### src/hw/timer_pkg.sv
/*
 * Constants shared by the 16-bit timer/counter: register offsets,
 * control field positions, reset values and prescale encodings.
 * Assumes an APB master with an 8-bit byte address and 32-bit data.
 */
package timer_pkg;

    localparam int ADDR_W = 8;
    localparam int DATA_W = 32;
    localparam int BYTE_W = 8;
    localparam int COUNT_W = 16;
    localparam int PRE_W = 3;
    localparam int PHASE_W = 2;

    // Byte addresses, one aligned word each
    localparam logic [ADDR_W-1:0] OFS_CONTROL = 8'h00;
    localparam logic [ADDR_W-1:0] OFS_COUNT_LOW = 8'h04;
    localparam logic [ADDR_W-1:0] OFS_COUNT_HIGH = 8'h08;
    localparam logic [ADDR_W-1:0] OFS_IRQ_STATUS = 8'h0C;
    localparam logic [ADDR_W-1:0] OFS_IRQ_MASK = 8'h10;

    // timer_control fields
    localparam int WIDE_BIT = 7;
    localparam int UNUSED_BIT = 6;
    localparam int PS_HI_BIT = 5;
    localparam int PS_LO_BIT = 4;
    localparam int OSC_BIT = 3;
    localparam int SYNC_N_BIT = 2;
    localparam int SRC_BIT = 1;
    localparam int RUN_BIT = 0;

    localparam logic [BYTE_W-1:0] CONTROL_RESET = 8'h00;
    localparam logic [BYTE_W-1:0] CONTROL_WMASK = 8'hBF;
    localparam logic [BYTE_W-1:0] BYTE_ZERO = 8'h00;
    localparam logic [23:0] UPPER_ZERO = 24'h000000;

    // Interrupt status / mask layout
    localparam int OVF_BIT = 0;
    localparam logic [BYTE_W-1:0] IRQ_RESET = 8'h00;
    localparam logic [BYTE_W-1:0] IRQ_WMASK = 8'h01;

    // Internal count clock is the master clock divided by four
    localparam logic [PHASE_W-1:0] PHASE_LAST = 2'h3;
    localparam logic [PHASE_W-1:0] PHASE_RESET = 2'h0;
    localparam logic [PHASE_W-1:0] PHASE_STEP = 2'h1;

    // prescale_select codes and matching divider masks
    localparam logic [1:0] PS_DIV1 = 2'h0;
    localparam logic [1:0] PS_DIV2 = 2'h1;
    localparam logic [1:0] PS_DIV4 = 2'h2;
    localparam logic [1:0] PS_DIV8 = 2'h3;
    localparam logic [PRE_W-1:0] PRE_MASK1 = 3'h0;
    localparam logic [PRE_W-1:0] PRE_MASK2 = 3'h1;
    localparam logic [PRE_W-1:0] PRE_MASK4 = 3'h3;
    localparam logic [PRE_W-1:0] PRE_MASK8 = 3'h7;
    localparam logic [PRE_W-1:0] PRE_RESET = 3'h0;
    localparam logic [PRE_W-1:0] PRE_STEP = 3'h1;

    localparam logic [COUNT_W-1:0] COUNT_MAX = 16'hFFFF;
    localparam logic [COUNT_W-1:0] COUNT_ZERO = 16'h0000;
    localparam logic [COUNT_W-1:0] COUNT_STEP = 16'h0001;

endpackage

### src/hw/sixteen_bit_timer_counter.sv
/*
 * 16-bit timer/counter with APB register access, prescaler, internal
 * or external count clock, overflow interrupt and trigger clear.
 * Assumes an APB master on i_mclk, a trigger pulse from the
 * capture_compare_unit on the same clock, and an external count pin
 * that is asynchronous and slower than a quarter of i_mclk.
 */
// Decided for this implementation: register access over APB and the address map.
`timescale 1ns/1ns
module sixteen_bit_timer_counter
    import timer_pkg::*;
(
    input wire logic i_mclk,
    input wire logic i_nrst,
    input wire logic i_psel,
    input wire logic i_penable,
    input wire logic i_pwrite,
    input wire logic [ADDR_W-1:0] i_paddr,
    input wire logic [DATA_W-1:0] i_pwdata,
    output logic [DATA_W-1:0] o_prdata,
    output logic o_pready,
    output logic o_pslverr,
    input wire logic i_external_count_input,
    input wire logic i_special_event,
    output logic o_irq,
    output logic o_low_power_osc_enable
);
    logic [BYTE_W-1:0] control_r;
    logic [COUNT_W-1:0] count_r;
    logic [COUNT_W-1:0] count_nxt;
    logic [BYTE_W-1:0] high_buf_r;
    logic [BYTE_W-1:0] high_buf_nxt;
    logic [BYTE_W-1:0] status_r;
    logic [BYTE_W-1:0] status_nxt;
    logic [BYTE_W-1:0] mask_r;
    logic [PHASE_W-1:0] phase_r;
    logic [PRE_W-1:0] pre_r;
    logic ext_last_r;
    logic ext_pend_r;
    logic [DATA_W-1:0] prdata_r;
    logic pready_r;
    logic pslverr_r;
    logic irq_r;
    logic ext_level;

    // Bus decode
    wire setup = i_psel & ~i_penable;
    wire access_done = i_psel & i_penable & pready_r;
    wire wr_acc = access_done & i_pwrite;
    wire sel_ctrl = (i_paddr == OFS_CONTROL);
    wire sel_lo = (i_paddr == OFS_COUNT_LOW);
    wire sel_hi = (i_paddr == OFS_COUNT_HIGH);
    wire sel_stat = (i_paddr == OFS_IRQ_STATUS);
    wire sel_mask = (i_paddr == OFS_IRQ_MASK);
    wire addr_hit = sel_ctrl | sel_lo | sel_hi | sel_stat | sel_mask;
    wire [BYTE_W-1:0] wbyte = i_pwdata[BYTE_W-1:0];
    wire wr_ctrl = wr_acc & sel_ctrl;
    wire wr_lo = wr_acc & sel_lo;
    wire wr_hi = wr_acc & sel_hi;
    wire wr_stat = wr_acc & sel_stat;
    wire wr_mask = wr_acc & sel_mask;
    wire rd_lo_setup = setup & ~i_pwrite & sel_lo;

    // Control fields
    wire wide = control_r[WIDE_BIT];
    wire [1:0] ps_sel = control_r[PS_HI_BIT:PS_LO_BIT];
    wire sync_n = control_r[SYNC_N_BIT];
    wire src_ext = control_r[SRC_BIT];
    wire run = control_r[RUN_BIT];

    // Count halves, as software sees them
    wire [BYTE_W-1:0] count_hi = count_r[COUNT_W-1:BYTE_W];
    wire [BYTE_W-1:0] count_lo = count_r[BYTE_W-1:0];

    // Read view; high byte comes from the buffer in wide mode
    wire [BYTE_W-1:0] hi_view = wide ? high_buf_r : count_hi;
    wire [BYTE_W-1:0] rd_byte =
        sel_ctrl ? (control_r & CONTROL_WMASK) :
        sel_lo ? count_lo :
        sel_hi ? hi_view :
        sel_stat ? status_r :
        sel_mask ? mask_r : BYTE_ZERO;

    // Count clock sources
    pin_sync ext_sync (
        .i_mclk(i_mclk),
        .i_nrst(i_nrst),
        .i_pin(i_external_count_input),
        .o_level(ext_level)
    );

    wire inst_tick = (phase_r == PHASE_LAST);
    wire ext_edge = ext_level & ~ext_last_r;
    // Synchronised mode lines edges up with the internal phase
    wire ext_tick = sync_n ? ext_edge :
        (inst_tick & (ext_edge | ext_pend_r));
    wire src_tick = src_ext ? ext_tick : inst_tick;

    wire [PRE_W-1:0] pre_mask =
        (ps_sel == PS_DIV8) ? PRE_MASK8 :
        (ps_sel == PS_DIV4) ? PRE_MASK4 :
        (ps_sel == PS_DIV2) ? PRE_MASK2 : PRE_MASK1;
    wire pre_full = ((pre_r & pre_mask) == pre_mask);
    wire cnt_inc = run & src_tick & pre_full;

    wire count_write = wr_lo | (wr_hi & ~wide);
    // A count write or trigger in the same cycle overrides the wrap
    wire wrap = cnt_inc & (count_r == COUNT_MAX) & ~i_special_event &
        ~count_write;

    // Trigger clear beats software write, which beats increment
    always_comb begin
        count_nxt = count_r;
        if (i_special_event) begin
            count_nxt = COUNT_ZERO;
        end else if (wr_lo) begin
            count_nxt = wide ? {high_buf_r, wbyte} :
                {count_hi, wbyte};
        end else if (wr_hi & ~wide) begin
            count_nxt = {wbyte, count_lo};
        end else if (cnt_inc) begin
            count_nxt = count_r + COUNT_STEP;
        end
    end

    // Buffer feeds the wide high read and the wide low write
    always_comb begin
        high_buf_nxt = high_buf_r;
        if (rd_lo_setup & wide) begin
            high_buf_nxt = count_hi;
        end else if (wr_hi & wide) begin
            high_buf_nxt = wbyte;
        end
    end

    // Set wins over a write-one clear in the same cycle
    always_comb begin
        status_nxt = status_r;
        if (wr_stat) begin
            status_nxt = status_r & ~(wbyte & IRQ_WMASK);
        end
        if (wrap) begin
            status_nxt[OVF_BIT] = 1'b1;
        end
    end

    always_ff @(posedge i_mclk or negedge i_nrst) begin
        if (!i_nrst) begin
            control_r <= CONTROL_RESET;
        end else if (wr_ctrl) begin
            control_r <= wbyte & CONTROL_WMASK;
        end
    end

    always_ff @(posedge i_mclk or negedge i_nrst) begin
        if (!i_nrst) begin
            count_r <= COUNT_ZERO;
            high_buf_r <= BYTE_ZERO;
        end else begin
            count_r <= count_nxt;
            high_buf_r <= high_buf_nxt;
        end
    end

    always_ff @(posedge i_mclk or negedge i_nrst) begin
        if (!i_nrst) begin
            status_r <= IRQ_RESET;
            mask_r <= IRQ_RESET;
        end else begin
            status_r <= status_nxt;
            if (wr_mask) begin
                mask_r <= wbyte & IRQ_WMASK;
            end
        end
    end

    // Phase runs freely so the internal rate does not drift with run
    always_ff @(posedge i_mclk or negedge i_nrst) begin
        if (!i_nrst) begin
            phase_r <= PHASE_RESET;
        end else begin
            phase_r <= phase_r + PHASE_STEP;
        end
    end

    // Prescaler restarts on any count write, as in a reload
    always_ff @(posedge i_mclk or negedge i_nrst) begin
        if (!i_nrst) begin
            pre_r <= PRE_RESET;
        end else if (count_write | i_special_event) begin
            pre_r <= PRE_RESET;
        end else if (run & src_tick) begin
            pre_r <= pre_full ? PRE_RESET : pre_r + PRE_STEP;
        end
    end

    // Pending edge waits for the next internal tick in synced mode
    always_ff @(posedge i_mclk or negedge i_nrst) begin
        if (!i_nrst) begin
            ext_last_r <= 1'b0;
            ext_pend_r <= 1'b0;
        end else begin
            ext_last_r <= ext_level;
            ext_pend_r <= (ext_edge | ext_pend_r) & ~inst_tick;
        end
    end

    // Zero-wait APB: data is captured in setup, ready in access
    always_ff @(posedge i_mclk or negedge i_nrst) begin
        if (!i_nrst) begin
            prdata_r <= {UPPER_ZERO, BYTE_ZERO};
            pready_r <= 1'b0;
            pslverr_r <= 1'b0;
        end else begin
            pready_r <= setup;
            pslverr_r <= setup & ~addr_hit;
            if (setup) begin
                prdata_r <= {UPPER_ZERO, rd_byte};
            end
        end
    end

    // Built from the next status so the line rises with the flag
    always_ff @(posedge i_mclk or negedge i_nrst) begin
        if (!i_nrst) begin
            irq_r <= 1'b0;
        end else begin
            irq_r <= |(status_nxt & mask_r);
        end
    end

    assign o_prdata = prdata_r;
    assign o_pready = pready_r;
    assign o_pslverr = pslverr_r;
    assign o_irq = irq_r;
    // Oscillator enable drives the pad cell directly
    assign o_low_power_osc_enable = control_r[OSC_BIT];
endmodule

### src/hw/pin_sync.sv
/*
 * Three-stage pin synchroniser with agreement filter.
 * Assumes the input is asynchronous to i_mclk; the output changes only
 * once the second and third stages agree.
 */
`timescale 1ns/1ns
module pin_sync (
    input wire logic i_mclk,
    input wire logic i_nrst,
    input wire logic i_pin,
    output logic o_level
);
    logic s1_r;
    logic s2_r;
    logic s3_r;
    logic level_r;

    // First stage is seen only by the second
    always_ff @(posedge i_mclk or negedge i_nrst) begin
        if (!i_nrst) begin
            s1_r <= 1'b0;
            s2_r <= 1'b0;
            s3_r <= 1'b0;
        end else begin
            s1_r <= i_pin;
            s2_r <= s1_r;
            s3_r <= s2_r;
        end
    end

    always_ff @(posedge i_mclk or negedge i_nrst) begin
        if (!i_nrst) begin
            level_r <= 1'b0;
        end else if (s2_r == s3_r) begin
            level_r <= s3_r;
        end
    end

    assign o_level = level_r;
endmodule

### config.mk
export PLATFORM = sky130hd
export DESIGN_NAME = sixteen_bit_timer_counter
export DESIGN_NICKNAME = d
export VERILOG_FILES = /design/src/hw/timer_pkg.sv /design/src/hw/sixteen_bit_timer_counter.sv /design/src/hw/pin_sync.sv
export SDC_FILE = /design/constraint.sdc
export NUM_CORES = 1
export LEC_CHECK = 0
export BUFFER_PORTS_ARGS = -buffer_cell sky130_fd_sc_hd__buf_4
export CAP_MARGIN = 5
export CORE_ASPECT_RATIO = 1.1
export CORE_UTILIZATION = 53
export CTS_BUF_LIST = sky130_fd_sc_hd__clkbuf_16
export DETAILED_ROUTE_END_ITERATION = 8
export PLACE_DENSITY = 0.8
export SETUP_SLACK_MARGIN = 0.4
export SLEW_MARGIN = 20
export SYNTH_ARGS = -nofsm -noshare
export SYNTH_HDL_FRONTEND = slang
export SYNTH_HIERARCHICAL = 1
export SYNTH_SLANG_ARGS = --single-unit
### constraint.sdc
create_clock -name i_mclk -period 2.5 [get_ports i_mclk]
set_clock_uncertainty 0.15 [all_clocks]
set_input_delay 0.25 -clock i_mclk [delete_from_list [all_inputs] [get_ports i_mclk]]
set_output_delay 0.25 -clock i_mclk [all_outputs]
set_load 0.05 [all_outputs]
After elaboration in Yosys (flattened, before gate mapping)
Index checks and enable logic that the tools add are counted.
- order comparisons: 0
- divide/modulo/power cells: 0
- add/sub/neg operators: 3
- shift-type cells: 0
- equal/unequal tests: 13
- reduce and logical (&&, ||, !) cells: 8
- bitwise gates (word level): 42
- $mul: 0
- mux-type cells: 23
- operators by type and width (cell ; number):
    $mux 16 ; 5
    $mux 8 ; 8
    $and 1x1->1 ; 23
    $add 16x1->16 const B ; 1
    $eq 16x16->1 const B ; 1
    $eq 8x4->1 const B ; 2
    $mux 3 ; 4
    $and 8x1->8 ; 1
    $and 8x8->8 ; 1
    $eq 8x3->1 const B ; 1
    $eq 8x5->1 const B ; 1
    $logic_not 8->1 ; 1
    $not 1->1 ; 8
    $not 1->8 ; 1
    $reduce_or 8->1 ; 1
    $or 1x1->1 ; 7
    $eq 2x2->1 const B ; 3
    $ne 3x3->1 const B ; 2
    $mux 1 ; 5
    $reduce_and 2->1 ; 2
    $reduce_bool 2->1 ; 2
    $reduce_bool 4->1 ; 1
    $add 3x1->3 const B ; 1
    $and 3x3->3 ; 1
    other kinds (6) ; 6
- output and inout bits: 36
- flip-flop bits (word level): 62
- memories: 0
- input bits: 47
- bits in writable memories: 0
- bits in latches: 0
- memory bits (read-only): 0
- word-level logic and storage cells: 107

Longest topological paths before layout
Gate-level depths: netlist of run 1.
- depth in word-level cells: 14
- mapped depth: 9
- depth with buffers taken out: 7

Modules after synthesis
The synthesis of run 1 kept the hierarchy.
- by module, submodules not included (module ; area an instance (um2) ; seq. area each (um2) ; cells an instance ; times used):
    sixteen_bit_timer_counter ; 3170.5 ; 1276.2 ; 340 ; 1
    pin_sync ; 111.4 ; 100.1 ; 5 ; 1

Worst setup path before layout of run 1
OpenSTA, ideal clock, no wires.
- path type: register to register
- from: register control_r[2]
- to: register count_r[6]
- data arrival time: 2.087 ns
- period minus slack after synthesis: 2.336 ns
- required time: 2.251 ns
- library setup time: 0.099 ns
- cell stages (with the launch flop): 7
- setup slack: 0.164 ns
- path through: dfrtp_1 -> nand2b_4 -> a311o_1 -> nor3_4 -> o21ai_2 -> or4_1 -> a311oi_1
- longest elaborated chain between the ends: 6
- ends and longest elaborated chain (item ; RTL line ; source):
    start: declaration ; sixteen_bit_timer_counter.sv:28 ; logic [BYTE_W-1:0] control_r;
    start signal: assignment ; sixteen_bit_timer_counter.sv:151 ; control_r <= wbyte & CONTROL_WMASK;
    $mux 1 ; sixteen_bit_timer_counter.sv:95 ; wire ext_tick = sync_n ? ext_edge :
    $mux 1 ; sixteen_bit_timer_counter.sv:97 ; wire src_tick = src_ext ? ext_tick : inst_tick;
    $and 1x1->1 (2 in a row) ; sixteen_bit_timer_counter.sv:104 ; wire cnt_inc = run & src_tick & pre_full;
    $reduce_bool 3->1 (no source line) ; n/a ;
    $reduce_and 2->1 (no source line) ; n/a ;
    end signal: assignment ; sixteen_bit_timer_counter.sv:160 ; count_r <= count_nxt;
    end: declaration ; sixteen_bit_timer_counter.sv:29 ; logic [COUNT_W-1:0] count_r;
No other way between the ends.
A chain may end at the register's enable or synchronous reset.

Worst setup path in the final report of run 1
- from: register phase_r[0]
- to: register count_r[6]
- longest elaborated chain between the ends: 8
- ends and longest elaborated chain (item ; RTL line ; source):
    start: declaration ; sixteen_bit_timer_counter.sv:36 ; logic [PHASE_W-1:0] phase_r;
    start signal: assignment ; sixteen_bit_timer_counter.sv:182 ; phase_r <= phase_r + PHASE_STEP;
    $eq 2x2->1 * ; sixteen_bit_timer_counter.sv:92 ; wire inst_tick = (phase_r == PHASE_LAST);
    $and 1x1->1 ; sixteen_bit_timer_counter.sv:96 ; (inst_tick & (ext_edge | ext_pend_r));
    $mux 1 ; sixteen_bit_timer_counter.sv:95 ;
    $mux 1 * ; sixteen_bit_timer_counter.sv:97 ;
    $and 1x1->1 * (2 in a row) ; sixteen_bit_timer_counter.sv:104 ;
    $reduce_bool 3->1 (no source line) * ; n/a ;
    $reduce_and 2->1 (no source line) * ; n/a ;
Mark *: on every way between the ends. The rest lies on a longest branch, timed or not.

==> results of run 1 <==
power groups by stage:
stage	Combinational [mW]	Sequential (mW)	Clock (mW)
3_5_place_dp	0.229	0.925	0
5_1_grt	0.257	0.908	0.747
3_3_place_gp	0.226	0.925	0
4_1_cts	0.237	0.907	0.712
6_report	0.240	0.907	0.704
2_1_floorplan	0.170	0.930	0
worst max path at each step:
stage / slack (ns) / endpoint
6_report: 0.25 / count_r[6]$_DFFE_PN0P_
4_1_cts: 0.32 / count_r[8]$_DFFE_PN0P_
5_1_grt: 0.16 / count_r[6]$_DFFE_PN0P_
3_5_place_dp: 0.25 / count_r[8]$_DFFE_PN0P_
2_1_floorplan: 0.35 / count_r[6]$_DFFE_PN0P_
3_3_place_gp: 0.31 / count_r[8]$_DFFE_PN0P_
logic make-up (layout without fill, tap and decap cells):
group / count (synthesis) / count (layout) / synth area share, %
AO/OA/AOI/OAI: 98 / 98 / 20.5
AND/OR/NAND/NOR: 96 / 96 / 15.6
flip-flops: 55 / 55 / 41.9
buffers and inverters: 54 / 81 / 9.11
multiplexers: 29 / 29 / 9.19
XOR/XNOR: 8 / 8 / 2.14
adder cells (fa/ha/maj): 4 / 4 / 1.49
other: 1 / 24 / 0.114
registers in the layout, summed over array words and instances, names as in the netlist, 2 cells and up:
register,count
pre_r,3
control_r,7
high_buf_r,8
phase_r,2
count_r,16
o_prdata,8
repair_timing:
item                                    4_1_cts  5_1_grt
buffers inserted                              7        3
gates resized for setup                      13        6
pin swaps                                     0        5
gates cloned                                  0        0
hold buffers                                  2        0
endpoints found under the setup margin       14       18
endpoints found under the hold margin        56        0
synth_stat cells, types with 3 or more instances:
cell	n
a21oi_1	27
ha_1	3
nor2_1	36
inv_1	12
nand3_1	10
clkbuf_1	12
a211oi_1	7
and4_1	4
nand2_1	12
a41oi_1	3
nand2b_1	8
o22a_1	3
mux2_2	9
mux2i_1	20
dfrtp_1	55
xor2_1	3
o22ai_1	7
a22o_1	9
a31oi_1	5
nor3_1	4
and3_1	4
buf_4	25
nand4_1	3
xnor2_1	5
o21ai_0	10
a22oi_1	4
worst register-to-register path, stage by stage (launching register included):
cell and delay, ns:
dfrtp_1 0.36, ha_2 0.20, a21oi_2 0.05, a311o_1 0.40
nor3_4 0.28, o21ai_4 0.10, or4_4 0.42, a311oi_2 0.21
area by class of cell:
| type | instances | area, µm² | area share (%) |
|---|---|---|---|
| inverters | 13 | 48.8 | 1.25 |
| multi-input cells | 259 | 1790 | 45.7 |
| clock inverters | 3 | 21.3 | 0.543 |
| well taps | 77 | 96.3 | 2.46 |
| repair buffers | 60 | 455 | 11.6 |
| clock buffers | 5 | 125 | 3.20 |
| flip-flops and latches | 55 | 1380 | 35.2 |
per-layer routing:
layer / vias to the layer above / global-route usage [%]
li1: 1317 / -
met1: 1397 / 34.0
met2: 175 / 45.3
met3: 27 / 6.41
met4: 0 / 14.1
met5: - / 0
==> flow_summary.yaml, run 1 <==
clock_tree:
  htreeDepth: 2
  numCtsBuffers: 5
  cts_tree: "done"
  path_clk_slew_ns: 0.07
  clock_latency_ns: 0.30
  cts_root_buf: "clkbuf_16"
  cts_sinks: 55
  clk_path_buf_depth: 2
placed_design:
  place_inst: 452
  place.gp.congestion: 0.904
  dpl.hpwl_um: 5840
  dp_slack_ns: 0.255
  place_area_mm2: 0.00359
  io_buffers: 34
sta:
  hold_viol_final: 0
  slew_viol_final: 0
  worst_pin_slew_ns: 0.684
  rsz0062_at_grt: "yes"
  setup_violations: 0
  finalCritPeriodShare_pct: 89.8
  clock.fmax_mhz: 445
  holdWs_ns: 0.0795
  worst_slack_ns: 0.255
  fin_setup_tns_ns: 0
  maxSlewHeadroom_pct: 54.4
  post-route-min-period_ns: 2.25
synthesis:
  yosys-top-cells-area: "dfrtp_1, mux2i_1, buf_4"
  synth-edff-count: 0
  yosysTopAreaCell: "dfrtp_1"
  yosys_register_bits: 55
  ys.flop_type: "dfrtp_1"
  yosys.area.top_type_share_pct: 41.9
  syn_area_per_cell_um2: 9.51
  syn-instance-count: 345
  syn_area_mm2: 0.00328
  ys_warn_count: 6
  async_reset_ff_share_pct: 100
  ys_seq_area_share_pct: 41.9
  synth.distinct_cells: 62
setup_path:
  path_cells: "ha_2 > a21oi_2 > a311o_1 > nor3_4 > o21ai_4 > or4_4 > a311oi_2"
  critPathCaptureType: "register"
  cp-start-kind: "register"
  reg2reg_depth: 7
  critPathSlowestCell: "or4_4"
  path_class: "reg2reg"
  crit_family: "compound AO/OA/AOI/OAI gates"
  rrSetupSlack_ns: 0.25
  regToRegEndpoint: "count_r[6]$_DFFE_PN0P_"
  reg2reg_from: "phase_r[0]$_DFF_PN0_"
  crit_required_ns: 2.55
  path_buf_inv: 0
  cp-startpoint: "phase_r[0]$_DFF_PN0_"
  critical_path_arrival_ns: 2.30
  cp.depth: 7
  path_max_fanout: 3
  max_stage_delay_ns: 0.42
final_layout:
  layout_commonest_cell: "buf_4"
  diodes: 0
  drive_gt1_share_pct: 25.8
  stdcell_count: 472
  post-route-util_pct: 66.6
  nets: 444
  fillers: 458
  final_cell_mix: "buf_4, dfrtp_1, nor2_1"
  syn2layout_area_growth_pct: 19.3
  final_area_mm2: 0.00392
die:
  fp.dieH_um: 84.5
  design.die.area_mm2: 0.00651
  rows: 29
  io_pins: 83
  core_area_mm2: 0.00588
  initial_utilization_pct: 55.8
  die_w_um: 77.0
global_route:
  overflow: 0
  grt_max_degree: 56
  antenna_found_initial: 0
  grt.total_usage_pct: 27.6
  grt_pass1_vias: 2813
  grt_pass1_wl_um: 14000
min_path:
  holdPathEnd: "control_r[1]$_DFFE_PN0P_"
  min-delay-start: "i_pwdata[1]"
  hold_path_class: "in2reg"
  min_delay_path_depth: 2
drt:
  dr_wl_met3_um: 751
  first_pass_iters: 6
  drc: 0
  ant_nets: 0
  drt-met1-wl_um: 3370
  vias: 2916
  vias_per_cell: 6.18
  routed_wirelength_um: 8540
  highest_layer: "met4"
  wl_met2_um: 4120
  dr.first_iter.drc_count: 344
  avgRoutedWirePerCell_um: 18.1
pwr:
  p_leak_nw: 1.77
  p_sw_mw: 0.513
  switching_share_pct: 27.7
  clkPwrFrac_pct: 38.0
  powerDensity_mw_per_mm2: 473
  ir_drop_mv: 0.328
  combPwrFrac_pct: 13.0
  design_power_total_mw: 1.85
  p_seq_share_pct: 49.0
  internal_power_mw: 1.34
outcome:
  status: "finished, final reports clean"
job:
  drv_cap: 0
Note: power is estimated with default switching activity, not from simulation.
==> inputs of run 2 (changes only) <==
CELL_PAD_IN_SITES_DETAIL_PLACEMENT = 0   (was unset)
CELL_PAD_IN_SITES_GLOBAL_PLACEMENT = 2   (was unset)
CORE_ASPECT_RATIO = unset   (was 1.1)
CORE_UTILIZATION = 33   (was 53)
CTS_BUF_LIST = sky130_fd_sc_hd__clkbuf_2   (was sky130_fd_sc_hd__clkbuf_16)
PLACE_DENSITY = unset   (was 0.8)
PLACE_DENSITY_LB_ADDON = 0.1   (was unset)
==> run 2 against run 1 <==
  * Sequential share of layout area shrank 1.8 points
  * Count of clock-buffer cells in the layout unchanged
  * Routed wire length increased by 15%
  * Critical path depth rose by 1
  * Clock power is 38% lower
  * Via count fell by 2.9%
  * Die area grew 59%
  * Core utilization shrank 24 points
  * Global-route usage shrank 7.5 points
  * Combinational power up 10%
  * Cell area is 5.5% higher
  * Worst setup slack worse by 0.044 ns
  * Largest power group unchanged
==> flow_summary.yaml, run 2 (synthesis results as in run 1) <==
global_route:
  use_met3_pct: 2.62
  grt_max_degree: 56
  grt.total_usage_pct: 20.0
  antenna_found_initial: 0
  overflow: 0
  grt.met2_usage_pct: 31.8
  grt_pass1_wl_um: 15200
  busiest_layer: "met2"
  grt_pass1_vias: 2731
  gr-usage-met1_pct: 28.4
sta:
  finalCritPeriodShare_pct: 91.6
  maxSlewHeadroom_pct: 49.8
  post-route-min-period_ns: 2.29
  hold_viol_final: 0
  rsz0062_at_grt: "yes"
  worst_pin_slew_ns: 0.752
  slew_viol_final: 0
  setup_violations: 0
  clock.fmax_mhz: 437
  fin_setup_tns_ns: 0
setup_path:
  critPathCaptureType: "register"
  path_cells: "ha_2 > a21oi_2 > a311o_1 > buf_6 > nor3_4 > o21ai_4 > or4_4 > a311oi_2"
  crit_required_ns: 2.77
  critical_path_arrival_ns: 2.56
  rrSetupSlack_ns: 0.21
  max_stage_delay_ns: 0.43
  critPathSlowestCell: "dfrtp_1"
  cp-start-kind: "register"
  path_class: "reg2reg"
  path_max_fanout: 4
clock_tree:
  htreeDepth: 2
  cts_tree: "done"
  clock_latency_ns: 0.48
  cts_root_buf: "clkbuf_2"
  cts_sinks: 55
  numCtsBuffers: 5
  path_clk_slew_ns: 0.34
  clk_path_buf_depth: 2
die:
  core_area_mm2: 0.00968
  fp.dieH_um: 102
  design.die.area_mm2: 0.0103
  io_pins: 83
  die_w_um: 102
  initial_utilization_pct: 33.9
  rows: 36
final_layout:
  largest_reg_flops: 16
  syn2layout_area_growth_pct: 25.9
  layout_commonest_cell: "buf_4"
  final_cell_mix: "buf_4, dfrtp_1, nor2_1"
  nets: 461
  diodes: 0
  top_register: "count_r"
  drive_gt1_share_pct: 27.9
placed_design:
  dpl.hpwl_um: 7040
  io_buffers: 34
  place.gp.congestion: 0.810
pwr:
  switching_share_pct: 33.3
  clkPwrFrac_pct: 26.9
  design_power_total_mw: 1.61
  powerDensity_mw_per_mm2: 389
  ir_drop_mv: 0.260
  p_sw_mw: 0.536
  p_leak_nw: 1.83
  internal_power_mw: 1.07
  combPwrFrac_pct: 16.4
  p_seq_share_pct: 56.7
drt:
  drc: 0
  ant_nets: 0
  avgRoutedWirePerCell_um: 18.0
  dr.first_iter.drc_count: 163
  vias: 2831
  routed_wirelength_um: 9830
  vias_per_cell: 5.19
  first_pass_iters: 4
min_path:
  hold_path_class: "in2reg"
outcome:
  status: "finished, final reports clean"
job:
  drv_cap: 0
run 2: cell count changes in the layout (fill, tap and decap cells not counted), sizes merged:
cell	delta
buf	+5
dlygate4sd3	+12
run 2: final cells by class:
cell class	count	area (µm²)
clock buffers	5	25.0
repair buffers	77	632
inverters	13	48.8
clock inverters	3	31.3
flip-flops and latches	55	1380
fillers	1007	5550
multi-input cells	259	1850
well taps	133	166
run 2: power by group through the flow:
stage / logic (mW) / clock network (mW) / registers (mW)
CTS: 0.259 / 0.451 / 0.912
global route: 0.285 / 0.488 / 0.914
floorplan: 0.170 / 0 / 0.930
detailed placement: 0.239 / 0 / 0.925
global placement: 0.239 / 0 / 0.925
finish: 0.264 / 0.433 / 0.912
run 2: per-stage QoR:
step | area (µm²) | utilization (%) | setup slack (ns) | instances | hold WS [ns]
floorplan | 3380 | - | 0.350 | 368 | -0.196
global placement | 3700 | 38.2 | 0.0609 | 513 | 0.186
detailed placement | 3700 | 38.2 | 0.0837 | 513 | 0.192
CTS | 3990 | 41.2 | 0.199 | 542 | 0.00848
global route | 4130 | 42.7 | 0.0284 | 545 | -0.000319
finish | 4130 | 42.7 | 0.211 | 545 | 0.0158
run 2: per-layer routing:
metal | share of wire (%) | up-vias
met3 | 3.2 | 10
met5 | 0 | -
li1 | - | 1354
met2 | 48 | 66
met1 | 48 | 1401
met4 | 1.4 | 0
run 2: final timing paths:
kind                                    startpoint                      end  cells after the start
setup reg to reg              phase_r[0]$_DFF_PN0_   count_r[6]$_DFFE_PN0P_                      8
max in group asynchronous                   i_nrst       o_pready$_DFF_PN0_                      2
hold / removal                              i_psel       o_pready$_DFF_PN0_                      4
hold reg to reg            ext_sync/s1_r$_DFF_PN0_  ext_sync/s2_r$_DFF_PN0_                      0
min in group asynchronous                   i_nrst  o_prdata[7]$_DFFE_PN0P_                      2
setup / recovery              phase_r[0]$_DFF_PN0_   count_r[6]$_DFFE_PN0P_                      8
run 2: critical path, delay by kind of cell (launching register included):
kind                       cells  cell delay [ns]
buffers and inverters          1             0.14
DFF                            1             0.43
and+or+nand+nor                2             0.67
AOI/OAI and AO/OA              4             0.66
adders and majority gates      1             0.19
run 2: what timing repair did:
action / CTS / global route
gates resized for setup: 12 / 26
hold endpoints to repair: 84 / 0
setup buffers: 7 / 3
hold buffers: 14 / 0
pin swaps: 2 / 26
setup endpoints to repair: 14 / 22
